[src/logic/amc_defs.svh]
// Register map, field positions, reset values and timing constants
`ifndef AMC_DEFS_SVH
`define AMC_DEFS_SVH
// Register pointers on the serial link
`define AMC_ADDR_PEAK_HI 8'h24
`define AMC_ADDR_PEAK_LO 8'h25
`define AMC_ADDR_CTRL1 8'h26
// Control word one fields
`define AMC_CTRL_HEIGHT 7
`define AMC_CTRL_OS_HI 5
`define AMC_CTRL_OS_LO 3
`define AMC_CTRL_REBOOT 2
`define AMC_CTRL_SHOT 1
`define AMC_CTRL_RUN 0
`define AMC_CTRL_RESET 8'h00
// Peak temperature fields
`define AMC_PEAK_FRAC_HI 7
`define AMC_PEAK_FRAC_LO 4
`define AMC_PEAK_RESET 8'h00
`define AMC_READ_ZERO 8'h00
// Timing
`define AMC_CLK_HZ 50000000
`define AMC_MS_PER_S 1000
`define AMC_STEP_BASE_S 1
`define AMC_SPACE_MS_0 6
`define AMC_SPACE_MS_1 10
`define AMC_SPACE_MS_2 18
`define AMC_SPACE_MS_3 34
`define AMC_SPACE_MS_4 66
`define AMC_SPACE_MS_5 130
`define AMC_SPACE_MS_6 258
`define AMC_SPACE_MS_7 512
`define AMC_BOOT_CYCLES 16
// Serial slave
`define AMC_I2C_ADDR_DEF 7'h3A
`define AMC_BIT_LAST 4'h7
`define AMC_BIT_ACK 4'h8
`endif

[src/logic/amc_pkg.sv]
// Types shared by the acquisition control block
package amc_pkg;
	// Sequencer states, one-hot
	typedef enum logic [4:0] {
		AMC_STANDBY = 5'b00001,
		AMC_MEASURE = 5'b00010,
		AMC_SPACING = 5'b00100,
		AMC_ACTIVE = 5'b01000,
		AMC_REBOOT = 5'b10000
	} amc_state_t;
	// Serial slave states, one-hot
	typedef enum logic [4:0] {
		AMC_SL_IDLE = 5'b00001,
		AMC_SL_ADDR = 5'b00010,
		AMC_SL_PTR = 5'b00100,
		AMC_SL_WR = 5'b01000,
		AMC_SL_RD = 5'b10000
	} amc_sl_state_t;
endpackage : amc_pkg

[src/logic/amc_if.sv]
// Register access carrier between serial slave and register file
`timescale 1ns/1ps
interface amc_if;
	logic wr; // One-cycle write strobe
	logic [7:0] addr; // Register pointer
	logic [7:0] wdata; // Write byte
	logic [7:0] rdata; // Read byte for addr
	logic soft_rst; // Holds the slave in reset
	modport slave(output wr, addr, wdata, input rdata, soft_rst);
	modport regs(input wr, addr, wdata, output rdata, soft_rst);
endinterface : amc_if

[src/logic/amc_top.sv]
// Acquisition mode control, peak temperature and reboot sequencing
// Operation
// - Peak temperature: signed 12 bits, low nibble reserved
// - Peak clears at reset or zero write
// - Bit 7 picks barometer or altimeter
// - Oversample ratio is two to field
// - Sample spacing follows oversample code table
// - Bit 2 starts reboot, reads zero
// - Active reboot goes standby first
// - Reboot resets and reloads all registers
// - Reboot also resets the serial logic
// - Reboot bit self-clears when boot ends
// - Active one-shot measures now, bit stays
// - Standby one-shot measures, clears, returns standby
// - Bit 0 selects standby or periodic active
// - Active period is two to exponent seconds
`timescale 1ns/1ps
`include "amc_defs.svh"
module amc_top #(
	parameter logic [6:0] DEV_ADDR = `AMC_I2C_ADDR_DEF,
	parameter int unsigned MS_CYCLES = `AMC_CLK_HZ / `AMC_MS_PER_S,
	parameter int unsigned S_CYCLES = `AMC_CLK_HZ * `AMC_STEP_BASE_S
) (
	// Clock and reset
	input wire logic clock_in,
	input wire logic rst_n_in,
	// Serial link pins
	input wire logic scl_in,
	input wire logic sda_in,
	output logic sda_out,
	output logic sda_oe_out,
	// Step exponent from the step register
	input wire logic [3:0] acquisition_interval_exp_in,
	// Measurement engine
	input wire logic meas_done_in,
	input wire logic [11:0] meas_temp_in,
	output logic meas_start_out,
	// Mode outputs
	output logic run_active_out,
	output logic height_mode_out,
	output logic [7:0] oversample_ratio_out,
	output logic booting_out
);
	// ****************************************************
	// Storage
	// ****************************************************
	amc_if bus_if(); // Slave to register file
	amc_pkg::amc_state_t state; // Sequencer state
	logic height_mode_select; // Altimeter when set
	logic [2:0] oversample_field; // Oversample code
	logic single_shot_trigger; // One-shot request bit
	logic run_enable; // Active when set
	logic boot_req; // Reboot pending or running
	logic shot_kick; // Fresh one-shot in active mode
	logic oneshot_sb; // Current measurement is a standby shot
	logic [7:0] peak_hi; // Peak integer degrees
	logic [3:0] peak_lo; // Peak fraction
	logic [47:0] elapsed; // Cycles since last start
	logic [7:0] boot_cnt; // Reboot length counter
	logic [47:0] spacing_cycles; // Least spacing for this code
	logic [47:0] interval_cycles; // Active period in cycles
	logic wr_ctrl; // Host writes control word one
	logic [7:0] ctrl_view; // Control word one as read
	logic shot_clear; // Standby shot is finishing
	logic peak_take; // New reading beats the peak
	logic ready_state; // Standby or active, no work running

	// ****************************************************
	// Serial slave
	// ****************************************************
	amc_i2c #(
		.DEV_ADDR(DEV_ADDR)
	) u_i2c (
		.clock_in(clock_in),
		.rst_n_in(rst_n_in),
		.scl_in(scl_in),
		.sda_in(sda_in),
		.sda_out(sda_out),
		.sda_oe_out(sda_oe_out),
		.bus(bus_if.slave)
	);

	// Serial logic held in reset through reboot
	assign bus_if.soft_rst = (state == amc_pkg::AMC_REBOOT);

	// ****************************************************
	// Timing targets
	// ****************************************************
	// Least sample spacing in ms per oversample code
	function automatic logic [9:0] amc_space_ms(input logic [2:0] code);
		case (code)
			3'h0: amc_space_ms = 10'(`AMC_SPACE_MS_0);
			3'h1: amc_space_ms = 10'(`AMC_SPACE_MS_1);
			3'h2: amc_space_ms = 10'(`AMC_SPACE_MS_2);
			3'h3: amc_space_ms = 10'(`AMC_SPACE_MS_3);
			3'h4: amc_space_ms = 10'(`AMC_SPACE_MS_4);
			3'h5: amc_space_ms = 10'(`AMC_SPACE_MS_5);
			3'h6: amc_space_ms = 10'(`AMC_SPACE_MS_6);
			default: amc_space_ms = 10'(`AMC_SPACE_MS_7);
		endcase
	endfunction : amc_space_ms

	assign spacing_cycles = 48'(amc_space_ms(oversample_field))
		* 48'(MS_CYCLES);
	assign interval_cycles = 48'(S_CYCLES)
		<< acquisition_interval_exp_in;

	// ****************************************************
	// Decode helpers
	// ****************************************************
	assign wr_ctrl = bus_if.wr && (bus_if.addr == `AMC_ADDR_CTRL1);
	assign shot_clear = (state == amc_pkg::AMC_SPACING) && oneshot_sb
		&& (elapsed >= spacing_cycles);
	assign peak_take = (state == amc_pkg::AMC_MEASURE) && meas_done_in
		&& ($signed(meas_temp_in) > $signed({peak_hi, peak_lo}));
	assign ready_state = (state == amc_pkg::AMC_STANDBY)
		|| (state == amc_pkg::AMC_ACTIVE);
	assign height_mode_out = height_mode_select;
	assign booting_out = boot_req;

	// Control word one as software reads it
	always_comb begin
		ctrl_view = `AMC_READ_ZERO;
		ctrl_view[`AMC_CTRL_HEIGHT] = height_mode_select;
		ctrl_view[`AMC_CTRL_OS_HI:`AMC_CTRL_OS_LO] = oversample_field;
		ctrl_view[`AMC_CTRL_SHOT] = single_shot_trigger;
		ctrl_view[`AMC_CTRL_RUN] = run_enable;
	end

	// Read mux; reserved and unmapped bits read zero
	always_comb begin
		bus_if.rdata = `AMC_READ_ZERO;
		if (bus_if.addr == `AMC_ADDR_PEAK_HI) begin
			bus_if.rdata = peak_hi;
		end else if (bus_if.addr == `AMC_ADDR_PEAK_LO) begin
			bus_if.rdata[`AMC_PEAK_FRAC_HI:`AMC_PEAK_FRAC_LO] = peak_lo;
		end else if (bus_if.addr == `AMC_ADDR_CTRL1) begin
			bus_if.rdata = ctrl_view;
		end
	end

	// ****************************************************
	// Control word one
	// ****************************************************
	// Host writes win over hardware clears in the same cycle
	always_ff @(posedge clock_in or negedge rst_n_in) begin
		if (!rst_n_in) begin
			height_mode_select <= 1'b0;
			oversample_field <= 3'h0;
			single_shot_trigger <= 1'b0;
			run_enable <= 1'b0;
			boot_req <= 1'b0;
			shot_kick <= 1'b0;
		end else if (state == amc_pkg::AMC_REBOOT) begin
			// Reload defaults; drop the request at the end
			height_mode_select <= 1'b0;
			oversample_field <= 3'h0;
			single_shot_trigger <= 1'b0;
			run_enable <= 1'b0;
			shot_kick <= 1'b0;
			if (boot_cnt == 8'(`AMC_BOOT_CYCLES - 1)) begin
				boot_req <= 1'b0;
			end
		end else if (wr_ctrl) begin
			// Fields steer the sequencer directly
			height_mode_select <= bus_if.wdata[`AMC_CTRL_HEIGHT];
			oversample_field <=
				bus_if.wdata[`AMC_CTRL_OS_HI:`AMC_CTRL_OS_LO];
			single_shot_trigger <= bus_if.wdata[`AMC_CTRL_SHOT];
			run_enable <= bus_if.wdata[`AMC_CTRL_RUN];
			if (bus_if.wdata[`AMC_CTRL_REBOOT]) begin
				boot_req <= 1'b1;
			end
			if (bus_if.wdata[`AMC_CTRL_SHOT] && !single_shot_trigger) begin
				shot_kick <= 1'b1;
			end
		end else begin
			// Hardware clears
			if (shot_clear) begin
				single_shot_trigger <= 1'b0;
			end
			if (boot_req && ready_state) begin
				run_enable <= 1'b0;
			end
			if (meas_start_out) begin
				shot_kick <= 1'b0;
			end
		end
	end

	// ****************************************************
	// Sequencer
	// ****************************************************
	always_ff @(posedge clock_in or negedge rst_n_in) begin
		if (!rst_n_in) begin
			state <= amc_pkg::AMC_STANDBY;
			elapsed <= 48'h0;
			boot_cnt <= 8'h00;
			oneshot_sb <= 1'b0;
			meas_start_out <= 1'b0;
		end else begin
			meas_start_out <= 1'b0;
			elapsed <= elapsed + 48'h1;
			case (state)
				amc_pkg::AMC_STANDBY: begin
					if (boot_req) begin
						state <= amc_pkg::AMC_REBOOT;
						boot_cnt <= 8'h00;
					end else if (run_enable) begin
						// Going active measures at once
						state <= amc_pkg::AMC_MEASURE;
						meas_start_out <= 1'b1;
						elapsed <= 48'h0;
						oneshot_sb <= 1'b0;
					end else if (single_shot_trigger) begin
						state <= amc_pkg::AMC_MEASURE;
						meas_start_out <= 1'b1;
						elapsed <= 48'h0;
						oneshot_sb <= 1'b1;
					end
				end
				amc_pkg::AMC_ACTIVE: begin
					if (boot_req || !run_enable) begin
						state <= amc_pkg::AMC_STANDBY;
					end else if (shot_kick
						|| elapsed >= interval_cycles) begin
						state <= amc_pkg::AMC_MEASURE;
						meas_start_out <= 1'b1;
						elapsed <= 48'h0;
					end
				end
				amc_pkg::AMC_MEASURE: begin
					if (meas_done_in) begin
						state <= amc_pkg::AMC_SPACING;
					end
				end
				amc_pkg::AMC_SPACING: begin
					// Hold off until the oversample spacing passed
					if (elapsed >= spacing_cycles) begin
						if (oneshot_sb || !run_enable) begin
							state <= amc_pkg::AMC_STANDBY;
						end else begin
							state <= amc_pkg::AMC_ACTIVE;
						end
						oneshot_sb <= 1'b0;
					end
				end
				default: begin
					boot_cnt <= boot_cnt + 8'h01;
					if (boot_cnt == 8'(`AMC_BOOT_CYCLES - 1)) begin
						state <= amc_pkg::AMC_STANDBY;
					end
				end
			endcase
		end
	end

	// Registered mode outputs
	always_ff @(posedge clock_in or negedge rst_n_in) begin
		if (!rst_n_in) begin
			run_active_out <= 1'b0;
			oversample_ratio_out <= 8'h01;
		end else begin
			run_active_out <= (state == amc_pkg::AMC_MEASURE)
				|| (state == amc_pkg::AMC_SPACING)
				|| (state == amc_pkg::AMC_ACTIVE);
			oversample_ratio_out <= 8'h01 << oversample_field;
		end
	end

	// ****************************************************
	// Peak temperature
	// ****************************************************
	// A new peak wins over a host write in the same cycle
	always_ff @(posedge clock_in or negedge rst_n_in) begin
		if (!rst_n_in) begin
			peak_hi <= `AMC_PEAK_RESET;
			peak_lo <= 4'h0;
		end else if (state == amc_pkg::AMC_REBOOT) begin
			peak_hi <= `AMC_PEAK_RESET;
			peak_lo <= 4'h0;
		end else if (peak_take) begin
			peak_hi <= meas_temp_in[11:4];
			peak_lo <= meas_temp_in[3:0];
		end else if (bus_if.wr && bus_if.addr == `AMC_ADDR_PEAK_HI) begin
			peak_hi <= bus_if.wdata;
		end else if (bus_if.wr && bus_if.addr == `AMC_ADDR_PEAK_LO) begin
			peak_lo <= bus_if.wdata[`AMC_PEAK_FRAC_HI:`AMC_PEAK_FRAC_LO];
		end
	end
endmodule : amc_top

[src/logic/amc_i2c.sv]
// Serial register-access slave, oversampling clock and data lines
`timescale 1ns/1ps
`include "amc_defs.svh"
module amc_i2c #(
	parameter logic [6:0] DEV_ADDR = `AMC_I2C_ADDR_DEF
) (
	// Clock and reset
	input wire logic clock_in,
	input wire logic rst_n_in,
	// Link pins
	input wire logic scl_in,
	input wire logic sda_in,
	output logic sda_out,
	output logic sda_oe_out,
	// Register side
	amc_if.slave bus
);
	logic [1:0] scl_sync; // Two-stage synchroniser
	logic [1:0] sda_sync; // Two-stage synchroniser
	logic scl_d; // Previous synchronised clock
	logic sda_d; // Previous synchronised data
	logic scl_rise, scl_fall, start_seen, stop_seen;
	amc_pkg::amc_sl_state_t state; // Transfer phase
	logic [3:0] cnt; // Bit index, 8 is the ack slot
	logic [7:0] rx; // Receive shifter
	logic [7:0] tx; // Transmit shifter
	logic [7:0] ptr; // Register pointer
	logic rnw; // Read requested
	logic master_ack; // Host acked last read byte
	logic bit_open; // A clock rise came since the last handled fall

	// Open drain: only ever pulls low
	assign sda_out = 1'b0;
	assign bus.addr = ptr;

	// Synchronise pins, then keep one more stage for edges
	always_ff @(posedge clock_in or negedge rst_n_in) begin
		if (!rst_n_in) begin
			scl_sync <= 2'h3;
			sda_sync <= 2'h3;
			scl_d <= 1'b1;
			sda_d <= 1'b1;
		end else begin
			scl_sync <= {scl_sync[0], scl_in};
			sda_sync <= {sda_sync[0], sda_in};
			scl_d <= scl_sync[1];
			sda_d <= sda_sync[1];
		end
	end

	assign scl_rise = scl_sync[1] & ~scl_d;
	assign scl_fall = ~scl_sync[1] & scl_d;
	assign start_seen = scl_sync[1] & scl_d & sda_d & ~sda_sync[1];
	assign stop_seen = scl_sync[1] & scl_d & ~sda_d & sda_sync[1];

	// Byte engine; soft reset drops any half-done transfer
	always_ff @(posedge clock_in or negedge rst_n_in) begin
		if (!rst_n_in) begin
			state <= amc_pkg::AMC_SL_IDLE;
			cnt <= 4'h0;
			rx <= 8'h00;
			tx <= 8'h00;
			ptr <= 8'h00;
			rnw <= 1'b0;
			master_ack <= 1'b0;
			sda_oe_out <= 1'b0;
			bus.wr <= 1'b0;
			bus.wdata <= 8'h00;
			bit_open <= 1'b0;
		end else if (bus.soft_rst) begin
			state <= amc_pkg::AMC_SL_IDLE;
			cnt <= 4'h0;
			rx <= 8'h00;
			tx <= 8'h00;
			ptr <= 8'h00;
			rnw <= 1'b0;
			master_ack <= 1'b0;
			sda_oe_out <= 1'b0;
			bus.wr <= 1'b0;
			bus.wdata <= 8'h00;
			bit_open <= 1'b0;
		end else begin
			bus.wr <= 1'b0;
			if (start_seen) begin
				// The clock fall that ends a start carries no bit
				state <= amc_pkg::AMC_SL_ADDR;
				cnt <= 4'h0;
				sda_oe_out <= 1'b0;
				bit_open <= 1'b0;
			end else if (stop_seen) begin
				state <= amc_pkg::AMC_SL_IDLE;
				sda_oe_out <= 1'b0;
			end else if (scl_rise && state != amc_pkg::AMC_SL_IDLE) begin
				// Sample data bits, or the host's ack after a read byte
				bit_open <= 1'b1;
				if (cnt != `AMC_BIT_ACK) begin
					rx <= {rx[6:0], sda_sync[1]};
				end else begin
					master_ack <= ~sda_sync[1];
				end
			end else if (scl_fall && bit_open
				&& state != amc_pkg::AMC_SL_IDLE) begin
				// Only a fall that closes a sampled bit moves the count
				bit_open <= 1'b0;
				if (cnt == `AMC_BIT_LAST) begin
					// Byte done: ack it, or release after a sent byte
					cnt <= `AMC_BIT_ACK;
					case (state)
						amc_pkg::AMC_SL_ADDR: begin
							if (rx[7:1] == DEV_ADDR) begin
								sda_oe_out <= 1'b1;
								rnw <= rx[0];
							end else begin
								state <= amc_pkg::AMC_SL_IDLE;
							end
						end
						amc_pkg::AMC_SL_PTR: begin
							ptr <= rx;
							sda_oe_out <= 1'b1;
						end
						amc_pkg::AMC_SL_WR: begin
							bus.wr <= 1'b1;
							bus.wdata <= rx;
							sda_oe_out <= 1'b1;
						end
						default: begin
							sda_oe_out <= 1'b0;
							ptr <= ptr + 8'h01;
						end
					endcase
				end else if (cnt == `AMC_BIT_ACK) begin
					// Ack slot over: pick the next phase
					cnt <= 4'h0;
					sda_oe_out <= 1'b0;
					case (state)
						amc_pkg::AMC_SL_ADDR: begin
							if (rnw) begin
								state <= amc_pkg::AMC_SL_RD;
								tx <= bus.rdata;
								sda_oe_out <= ~bus.rdata[7];
							end else begin
								state <= amc_pkg::AMC_SL_PTR;
							end
						end
						amc_pkg::AMC_SL_PTR: state <= amc_pkg::AMC_SL_WR;
						amc_pkg::AMC_SL_WR: ptr <= ptr + 8'h01;
						default: begin
							if (master_ack) begin
								tx <= bus.rdata;
								sda_oe_out <= ~bus.rdata[7];
							end else begin
								state <= amc_pkg::AMC_SL_IDLE;
							end
						end
					endcase
				end else begin
					// Next data bit, MSB first on reads
					cnt <= cnt + 4'h1;
					if (state == amc_pkg::AMC_SL_RD) begin
						sda_oe_out <= ~tx[6];
						tx <= {tx[6:0], 1'b0};
					end
				end
			end
		end
	end
endmodule : amc_i2c

[config.mk]
export PLATFORM = sky130hd
export DESIGN_NAME = amc_top
export DESIGN_NICKNAME = d
export VERILOG_FILES = /design/src/logic/amc_pkg.sv /design/src/logic/amc_if.sv /design/src/logic/amc_top.sv /design/src/logic/amc_i2c.sv
export VERILOG_INCLUDE_DIRS = /design/src /design/src/logic
export SDC_FILE = /design/constraint.sdc
export NUM_CORES = 1
export LEC_CHECK = 0
export BUFFER_PORTS_ARGS = -buffer_cell sky130_fd_sc_hd__buf_4
export CORE_ASPECT_RATIO = 0.75
export CORE_UTILIZATION = 60
export DETAILED_ROUTE_END_ITERATION = 10
export HOLD_SLACK_MARGIN = 0.05
export PLACE_DENSITY = 0.86
export REMOVE_ABC_BUFFERS = 1
export SKIP_CTS_REPAIR_TIMING = 1
export SLEW_MARGIN = 0
export SYNTH_ARGS = -nofsm -noshare
export SYNTH_HDL_FRONTEND = slang
export SYNTH_SLANG_ARGS = --single-unit
[constraint.sdc]
create_clock -name clock_in -period 8.5 [get_ports clock_in]
set_clock_uncertainty 0.2 [all_clocks]
set_input_delay 2.55 -clock clock_in [delete_from_list [all_inputs] [get_ports clock_in]]
set_output_delay 2.55 -clock clock_in [all_outputs]
set_load 0.01 [all_outputs]
==> metrics.md, run 1 <==
| Metric | Value |
|---|---|
| Result of the run | complete, no violations |
| Clk buf depth | 2 |
| Met3 Usage GRT | under 10% |
| CTS tree | done |
| Core area | 16830 um^2 |
| Std-Cell Rows | 41 |
| Setup TNS | 0 ns |
| Seq/Total Area, Yosys | about a third |
| Post-route ant nets | 0 |
| R2R Setup Slk | between 1 and 1.5 ns |
| First-pass iteration count of the detailed router | 6 |
| Max-cap violations | 0 |
| RR Startpoint | oversample_field[1]$_DFFE_PN0P_ |
| Critical path type | flip-flop to flip-flop |
| Worst hold path class | flip-flop to flip-flop |
| CP Launch Type | flip-flop |
| Die Wd | 153.4 um |
| Syn Std Cell Area | ~10000 um^2 |
| Worst Path Required | around 8.7 ns |
| Critical path's largest stage delay | 0.57 ns |
| Insertion delay to the later sink of the worst-skew pair | approximately 0.43 ns |
| Clock transition at path regs | 0.06 ns |
| Drc violations | 0 |
| Initial antenna violation count | 0 |
| Syn_area_per_cell | about 8.8 um^2 |
| Fin. Hold Viols | 0 |
| Post-synthesis cell count | ~1200 |
| Crit-path max FO | 13 |
| Leakage | 5.618 nW |
| Routing usage on met1 | a little over two fifths |
| Crit path capture type | flip-flop |
| DP HPWL | approximately 18000 um |
| Nets | 1342 |
| Die Area | about 18000 um^2 |
| Starting DRT DRC Count | around 900 |
| H-tree depth | 4 |
| GP Congestion | 0.9427 |
| Met2 usage | approximately 45% |
| Fin crit share | roughly 84% |
| Final slew viol count | 0 |
| Layout area overhead | 9.908% |
| RSZ-0062 raised after global routing | false |
| Slowest cell on the critical path | dfrtp_1 |
| WL final | around 25000 um |
| Ys flop type | dfrtp_1 |
| Via count of the first global-routing pass | around 8000 |
| Crit. Startpoint | oversample_field[1]$_DFFE_PN0P_ |
| Fin crit period | between 7 and 8 ns |
| Hold Slack | between 0.15 and 0.2 ns |
| Worst setup path end | state[0]$_DFFE_PN1P_ |
| Remaining Overflow, GRT | 0 |
| Reg-to-reg endpoint | state[0]$_DFFE_PN1P_ |
| Ratio of cells with drive above 1 in the final layout | between 8 and 9% |
| Placement Setup Slack | about 1.8 ns |
| First-pass GRT wire length | 41140 um |
| Root Buffer | clkbuf_16 |
| Async SR Flop Fraction | 100.0% |
| Rel. slew slack | a little over a fifth |
| Peak VDD IR | 0.0001568 V |
| Distinct cell type count after synthesis | 78 |
| Pin count of the biggest net entering global routing | 89 |
| Total track usage | just under 30% |
| Worst r2r path cells | 28 |
| EDFF count, synth | 0 |
| Worst path arrival time | 7.32 ns |
| Die Span Y | roughly 120 um |
| CTS Buf Count | 17 |
| PortBufs | 33 |
| ANT cells | 0 |
| Slew @ Worst Pin | 1.170 ns |
| Drt via density | just over 6 |
| Synth warn | 0 |
| Pwr dens | just over 200 nW/um^2 |
| Drt wl/cell | between 15 and 20 um |
| Post-synthesis register bit count | between 100 and 150 |
| Final Setup Violations | 0 |
| Gr busiest metal | met2 |
| Max Fclk | 0.1397 GHz |
| Worst setup slack after layout | about 1.3 ns |
| Clk sink count | roughly 140 |
| # IOs | 35 |
| Via count | ~8900 |
| Initial Util | 61.32% |
-- placed cells by master, fill, tap and decap left out, types with 29 or more instances in the layout --
cell	n
nor2_1	138
nand2_1	137
dfrtp_1	134
ha_1	119
inv_1	69
o21ai_0	67
a21oi_1	63
nand3_1	43
xor2_1	38
buf_4	36
xnor2_1	29
mux2i_1	29
-- layer usage --
metal	vias up	wire (um)	share of wire [%]
met5	-	0	0
li1	4177	-	-
met2	363	11300	44
met4	0	360	1.4
met1	4279	11860	47
met3	45	1961	7.7
-- logic make-up (layout without fill, tap and decap cells) --
| logic type | Yosys count | in the layout | synth area share (%) |
|---|---|---|---|
| adders and majority gates | 127 | 127 | 15.98 |
| other | 2 | 7 | 0.07279 |
| DFF | 143 | 143 | 34.79 |
| buffers and inverters | 114 | 139 | 4.378 |
| and+or+nand+nor | 472 | 472 | 22.44 |
| xor gates and xnor gates | 67 | 67 | 5.688 |
| AOI/OAI and AO/OA | 213 | 213 | 12.71 |
| muxes | 39 | 39 | 3.941 |
-- state kept, by name (all words and copies together), names as in the netlist, 2 cells and up --
name and count:
u_i2c.bus.wdata 8, u_i2c.cnt 4, peak_hi 8, state 5, boot_cnt 8, u_i2c.scl_sync 2, oversample_field 3, peak_lo 4
u_i2c.state 5, oversample_ratio_out 8, u_i2c.tx 7, u_i2c.rx 8, u_i2c.bus.addr 8, elapsed 48, u_i2c.sda_sync 2
-- worst min path at each step --
stage                                  endpoint  slack [ns]                        start  cells past startpoint
finish              u_i2c.sda_sync[1]$_DFF_PN1_        0.16  u_i2c.sda_sync[0]$_DFF_PN1_                      0
global route        u_i2c.sda_sync[1]$_DFF_PN1_        0.16  u_i2c.sda_sync[0]$_DFF_PN1_                      0
CTS                 u_i2c.sda_sync[1]$_DFF_PN1_        0.16  u_i2c.sda_sync[0]$_DFF_PN1_                      0
detailed placement  u_i2c.sda_sync[1]$_DFF_PN1_        0.15  u_i2c.sda_sync[0]$_DFF_PN1_                      0
global placement    u_i2c.scl_sync[1]$_DFF_PN1_        0.15  u_i2c.scl_sync[0]$_DFF_PN1_                      0
floorplan           u_i2c.scl_sync[1]$_DFF_PN1_        0.15  u_i2c.scl_sync[0]$_DFF_PN1_                      0
-- Yosys cell counts (29+ instances only) --
cell type / n / area (um^2)
a21oi_1: 63 / 315.3
o21ai_0: 67 / 335.3
inv_1: 69 / 259.0
nand2_1: 137 / 514.2
nor2_1: 139 / 521.8
clkbuf_1: 32 / 120.1
xor2_1: 38 / 332.8
ha_1: 119 / 1489
nand3_1: 43 / 215.2
xnor2_1: 29 / 254.0
mux2i_1: 29 / 290.3
dfrtp_1: 134 / 3353
-- power by group --
part	leakage [nW]	switching, W	internal, W
Combinational	3.43	0.000351	0.000234
Sequential	1.89	0.000119	0.000783
Clock	0.300	0.000299	0.000515
Total	5.62	0.000769	0.00153
-- area by class of cell --
class	count	area, um^2
tap	215	269.0
clock buffer	23	478.0
sequential	143	3590
fill	1291	5487
inverter	70	262.8
multi-input combinational	925	6302
clock inverter	9	156.4
timing repair buffer	37	281.5
-- worst max-delay path: cells and delay by family, from the launching register on --
| family | cells | cell delay, ns |
|---|---|---|
| adder cells (fa/ha/maj) | 7 | 2.45 |
| AO/OA/AOI/OAI | 8 | 2.12 |
| AND/OR/NAND/NOR | 8 | 1.19 |
| buffers and inverters | 4 | 0.24 |
| flip-flops | 1 | 0.57 |
| multiplexers | 1 | 0.30 |
-- stage by stage --
stage / utilization (%) / area (um^2) / power (W) / std cells
final: 67.39 / 11340 / 0.002301 / 1422
after global routing: 67.39 / 11340 / 0.002420 / 1422
after CTS: 67.39 / 11340 / 0.002296 / 1422
after detailed placement: 63.62 / 10710 / 0.001478 / 1390
after global placement: 63.62 / 10710 / 0.001440 / 1390
after floorplan: - / 10150 / 0.001287 / 1138
Note: power is estimated with default switching activity, not from simulation.
==> run 2, diff against run 1 <==
Clock period 8.5 ns to 7.5 ns, I/O delays scaled along.
==> run 2 against run 1 <==
Net effect:
- worst setup slack got worse by 0.75 ns
- non-clock buffer count unchanged
- wire length decreased by 0.42%
- core utilization decreased by 0.35 points
- die area unchanged
- via count decreased by 0.38%
- combinational power increased by 13%
- sequential share of layout area increased by 0.17 points
- clock power increased by 2%
- count of clock-buffer cells in the layout decreased by 3
- power increased by 9.1%
- sequential cell count unchanged
- critical path type unchanged
==> metrics.md, run 2 (synthesis results as in run 1) <==
| Metric | Value |
|---|---|
| Result of the run | complete, no violations |
| Placement Setup Slack | ~0.71 ns |
| Clk buf depth | 2 |
| Fin crit share | between 90% and 100% |
| Fin. Hold Viols | 0 |
| Peak VDD IR | roughly 0.00014 V |
| Die Wd | between 150 and 200 um |
| Via count | between 8000 and 9000 |
| Crit. Startpoint | oversample_field[1]$_DFFE_PN0P_ |
| Max Fclk | ~0.14 GHz |
| Hold Slack | 0.1557 ns |
| GP Congestion | 0.9547 |
| Worst path arrival time | between 7 and 8 ns |
| Core area | between 15000 and 20000 um^2 |
| First-pass iteration count of the detailed router | 5 |
| Die Area | between 15000 and 20000 um^2 |
| DP HPWL | 17810 um |
| CTS Buf Count | 17 |
| Pwr dens | between 200 and 250 nW/um^2 |
| Max reg flops | 48 |
| RSZ-0062 raised after global routing | false |
| Fill cell count | 1297 |
| Clock transition at path regs | approximately 0.060 ns |
| Initial antenna violation count | 0 |
| Clk sink count | roughly 140 |
| CP Launch Type | flip-flop |
| Dpl cell area | roughly 11000 um^2 |
| Placed insts | about 1400 |
| CTS tree | done |
| RR Startpoint | oversample_field[1]$_DFFE_PN0P_ |
| Via count of the first global-routing pass | 8309 |
| Worst hold path class | flip-flop to flip-flop |
| First-pass GRT wire length | around 42000 um |
| Crit-path max FO | 13 |
| Final slew viol count | 0 |
| Nets | approximately 1300 |
| Std-Cell Rows | roughly 40 |
| Non-filler cells, final | roughly 1400 |
| Pin count of the biggest net entering global routing | 89 |
| Initial Util | between 60 and 70% |
| Ratio of cells with drive above 1 in the final layout | under 10% |
| Leakage | ~5.6 nW |
| Drt via density | 6.210 |
| Remaining Overflow, GRT | 0 |
| Root Buffer | clkbuf_16 |
| Layout area overhead | 9.338% |
| Commonest non-fill, non-tap cells in the layout | nor2_1, nand2_1, dfrtp_1 |
| Worst setup slack after layout | 0.5895 ns |
| Slew @ Worst Pin | around 1.2 ns |
| Starting DRT DRC Count | about 930 |
| Setup TNS | 0 ns |
| Rel. slew slack | between 20% and 30% |
| Worst setup path end | state[0]$_DFFE_PN1P_ |
| Drt wl/cell | about 18 um |
| Total track usage | roughly 30% |
| Insertion delay to the later sink of the worst-skew pair | 0.44 ns |
| ANT cells | 0 |
| Critical path type | flip-flop to flip-flop |
| Commonest non-fill, non-tap cell in the layout | nor2_1 |
| Drc violations | 0 |
| H-tree depth | 4 |
| Worst r2r path cells | 27 |
| Crit path capture type | flip-flop |
| R2R Setup Slk | 0.59 ns |
| Worst Path Required | 7.66 ns |
| Die Span Y | ~120 um |
| PortBufs | 33 |
| Fin crit period | between 6 and 7 ns |
| Reg-to-reg endpoint | state[0]$_DFFE_PN1P_ |
| Final Setup Violations | 0 |
| Post-route ant nets | 0 |
| Max-cap violations | 0 |
| # IOs | 35 |
| Post-route cell area | ~11000 um^2 |
| WL final | 25380 um |
| Biggest register | elapsed |
run 2: cell count changes in the layout (fill, tap and decap cells not counted), sizes merged:
cell	before	now
bufinv	4	1
clkbuf	23	20
clkinv	2	7
clkinvlp	3	4
run 2: cell type report:
| type | instances | area [um^2] | share of cell area (%) |
|---|---|---|---|
| Inverter | 70 | 262.8 | 2.329 |
| Sequential cell | 143 | 3590 | 31.82 |
| Clock buffer | 20 | 456.7 | 4.048 |
| Tap cell | 215 | 269.0 | 2.385 |
| Timing Repair Buffer | 37 | 281.5 | 2.496 |
| Multi-Input combinational cell | 925 | 6309 | 55.92 |
| Clock inverter | 12 | 112.6 | 0.9982 |
run 2: how the worst min path moves through the flow:
stage	startpoint	slack, ns	depth (start not counted)	to
final	u_i2c.sda_sync[0]$_DFF_PN1_	0.16	0	u_i2c.sda_sync[1]$_DFF_PN1_
after global routing	u_i2c.sda_sync[0]$_DFF_PN1_	0.16	0	u_i2c.sda_sync[1]$_DFF_PN1_
after CTS	u_i2c.sda_sync[0]$_DFF_PN1_	0.16	0	u_i2c.sda_sync[1]$_DFF_PN1_
after detailed placement	u_i2c.sda_sync[0]$_DFF_PN1_	0.15	0	u_i2c.sda_sync[1]$_DFF_PN1_
after global placement	u_i2c.scl_sync[0]$_DFF_PN1_	0.15	0	u_i2c.scl_sync[1]$_DFF_PN1_
after floorplan	u_i2c.scl_sync[0]$_DFF_PN1_	0.15	0	u_i2c.scl_sync[1]$_DFF_PN1_
run 2: report_power, final:
group	internal, W	switching [W]	leakage, nW	total [W]
Combinational	0.000266	0.000393	3.43	0.000659
Sequential	0.000887	0.000134	1.89	0.00102
Clock	0.000475	0.000356	0.270	0.000831
Total	0.00163	0.000883	5.59	0.00251
run 2: worst max-delay path: stages, from the launching register on:
cell and delay, ns:
dfrtp_1 0.58, nand2_1 0.20, nor2_1 0.26, inv_1 0.08, ha_1 0.23, nor2_1 0.13, ha_1 0.15, inv_1 0.05
fa_1 0.49, inv_1 0.06, fa_1 0.49, ha_1 0.32, inv_1 0.06, fa_1 0.46, nor2b_1 0.12, o21ai_0 0.08
a211oi_1 0.43, a21oi_1 0.15, o211ai_1 0.25, o211ai_1 0.15, ha_1 0.21, nor4_1 0.25, nand3_1 0.11, a2111oi_0 0.41
nand2_1 0.12, a31oi_2 0.27, a211o_1 0.21, mux2_4 0.30
run 2: through the flow:
| stage | utilization, % | total power [W] |
|---|---|---|
| floorplan | - | 0.001458 |
| global placement | 63.62 | 0.001632 |
| detailed placement | 63.62 | 0.001667 |
| CTS | 67.01 | 0.002501 |
| global route | 67.04 | 0.002644 |
| finish | 67.04 | 0.002511 |
run 2: routing by layer:
layer	track usage [%]	part of all wire (%)	up-vias
met4	9.200	1.3	0
met5	0	0	-
met1	43.17	46	4237
li1	-	-	4172
met3	5.797	8.0	39
met2	44.87	44	382
==> run 3, diff against run 2 <==
Settings changed: GPL_TIMING_DRIVEN set to 1, RECOVER_POWER set to 25.
==> run 3 against run 2 <==
Net effect:
- the run now ends with capacitance limit, slew limit left
- fmax about the same
- worst hold slack improved by 0.0052 ns
- clock power hardly changed
- critical path type unchanged
- largest power group unchanged
==> metrics.md, run 3 (synthesis results as in run 1) <==
| Metric | Value |
|---|---|
| Result of the run | complete, but fails checks |
| Failing checks | capacitance limit, slew limit |
| Leakage | around 5.6 nW |
| Buf/Inv on CP | 4 |
| Drt via density | approximately 6.2 |
| First-pass GRT wire length | about 42000 um |
| Nets | approximately 1300 |
| Max Fclk | ~0.14 GHz |
| Worst path arrival time | around 7.1 ns |
| WHS Path Cells | 0 |
| Crit-path max FO | 13 |
| Logic pwr share | between 20% and 30% |
| Clk network pwr share | around 33% |
| Sw frac | between 30% and 40% |
| Worst r2r path cells | 27 |
| CTS Buf Count | 17 |
| Setup TNS | 0 ns |
| Via count | between 8000 and 9000 |
| Insertion delay to the later sink of the worst-skew pair | 0.44 ns |
| Remaining Overflow, GRT | 0 |
| Rel. slew slack | -216.2% |
| Root Buffer | clkbuf_16 |
| # IOs | 35 |
| Peak VDD IR | between 0.0001 and 0.00015 V |
| Total track usage | 29.68% |
| Final slew viol count | between 100 and 150 |
| RSZ-0062 raised after global routing | false |
| Worst setup path end | state[0]$_DFFE_PN1P_ |
| Placed insts | 1390 |
| Fin crit share | between 90% and 100% |
| Pwr dens | 222.8 nW/um^2 |
| WL final | roughly 25000 um |
| Max reg flops | between 40 and 50 |
| GP Congestion | about 0.95 |
| Levels on crit path | 27 |
| CTS tree | done |
| Die Wd | between 150 and 200 um |
| Via count of the first global-routing pass | around 8300 |
| DP HPWL | 17810 um |
| Pwr Total | ~0.0025 W |
| Worst Path Required | roughly 7.7 ns |
| Std-Cell Rows | roughly 40 |
| Initial Util | around three fifths |
| PortBufs | 33 |
| Critical path type | flip-flop to flip-flop |
| Fin crit period | slightly below 7 ns |
| Core area | 16830 um^2 |
| Max-cap violations | 2 |
| Ratio of cells with drive above 1 in the final layout | under 10% |
| Commonest non-fill, non-tap cell in the layout | nor2_1 |
| Commonest non-fill, non-tap cells in the layout | nor2_1, nand2_1, dfrtp_1 |
| Fin. Hold Viols | 0 |
| Slew @ Worst Pin | around 4.7 ns |
| Crit path capture type | flip-flop |
| Biggest register | elapsed |
| Crit path max-delay family | adder cells |
| Drc violations | 0 |
| Placement Setup Slack | about 0.7 ns |
| Sequential Power Share | slightly above 40% |
| Worst hold path class | flip-flop to flip-flop |
| Layout area overhead | 9.156% |
| H-tree depth | 4 |
| Pin count of the biggest net entering global routing | between 80 and 90 |
| Die Span Y | ~120 um |
| CP Launch Type | flip-flop |
| Worst setup slack after layout | a little under 0.6 ns |
| Clock transition at path regs | 0.06 ns |
| ANT cells | 0 |
| Initial antenna violation count | 0 |
| Final Setup Violations | 0 |
| First-pass iteration count of the detailed router | 6 |
| Slowest cell on the critical path | dfrtp_1 |
| Cell Int Power | roughly 0.0016 W |
| Post-route ant nets | 0 |
| RR Startpoint | oversample_field[1]$_DFFE_PN0P_ |
| Drt wl/cell | ~18 um |
| R2R Setup Slk | between 0.5 and 0.6 ns |
| Starting DRT DRC Count | 1106 |
| Non-filler cells, final | around 1400 |
| P_sw | around 0.00088 W |
| Reg-to-reg endpoint | state[0]$_DFFE_PN1P_ |
| Die Area | around 18000 um^2 |
| Clk sink count | 143 |
| Crit. Startpoint | oversample_field[1]$_DFFE_PN0P_ |
| Clk buf depth | 2 |
| Critical path's largest stage delay | around 0.58 ns |
## run 3: routing by layer
metal	global-route usage, %	up-vias	routed length (um)
li1	-	4179	-
met1	43.17	4243	11830
met2	44.87	370	11210
met3	5.797	39	2019
met4	9.200	0	356
met5	0	-	0
## run 3: worst min path at each step
stage | start | end | slack (ns)
4_1_cts | u_i2c.sda_sync[0]$_DFF_PN1_ | u_i2c.sda_sync[1]$_DFF_PN1_ | 0.16
6_report | u_i2c.sda_sync[0]$_DFF_PN1_ | u_i2c.sda_sync[1]$_DFF_PN1_ | 0.16
3_3_place_gp | u_i2c.scl_sync[0]$_DFF_PN1_ | u_i2c.scl_sync[1]$_DFF_PN1_ | 0.15
5_1_grt | u_i2c.sda_sync[0]$_DFF_PN1_ | u_i2c.sda_sync[1]$_DFF_PN1_ | 0.17
2_1_floorplan | u_i2c.scl_sync[0]$_DFF_PN1_ | u_i2c.scl_sync[1]$_DFF_PN1_ | 0.15
3_5_place_dp | u_i2c.sda_sync[0]$_DFF_PN1_ | u_i2c.sda_sync[1]$_DFF_PN1_ | 0.15
## run 3: stage by stage
stage,instance area [um^2],utilization (%),hold WS [ns]
2_1_floorplan,10150,-,0.1452
3_3_place_gp,10710,63.62,0.1458
3_5_place_dp,10710,63.62,0.1472
4_1_cts,11270,67.01,0.1559
5_1_grt,11260,66.93,0.1654
6_report,11260,66.93,0.1609
## run 3: power groups by stage
| stage | sequential, W | combinational, W | clock (W) |
|---|---|---|---|
| 2_1_floorplan | 0.000991 | 0.000467 | 0 |
| 3_3_place_gp | 0.00102 | 0.000610 | 0 |
| 3_5_place_dp | 0.00103 | 0.000642 | 0 |
| 4_1_cts | 0.00102 | 0.000652 | 0.000833 |
| 5_1_grt | 0.00104 | 0.000738 | 0.000865 |
| 6_report | 0.00102 | 0.000658 | 0.000831 |
## run 3: layout make-up
cell class	count	area [um^2]
clock buffer	20	456.7
multi-input combinational	925	6305
inverter	70	262.8
timing repair buffer	37	266.5
fill	1305	5564
tap	215	269.0
sequential	143	3590
clock inverter	12	112.6
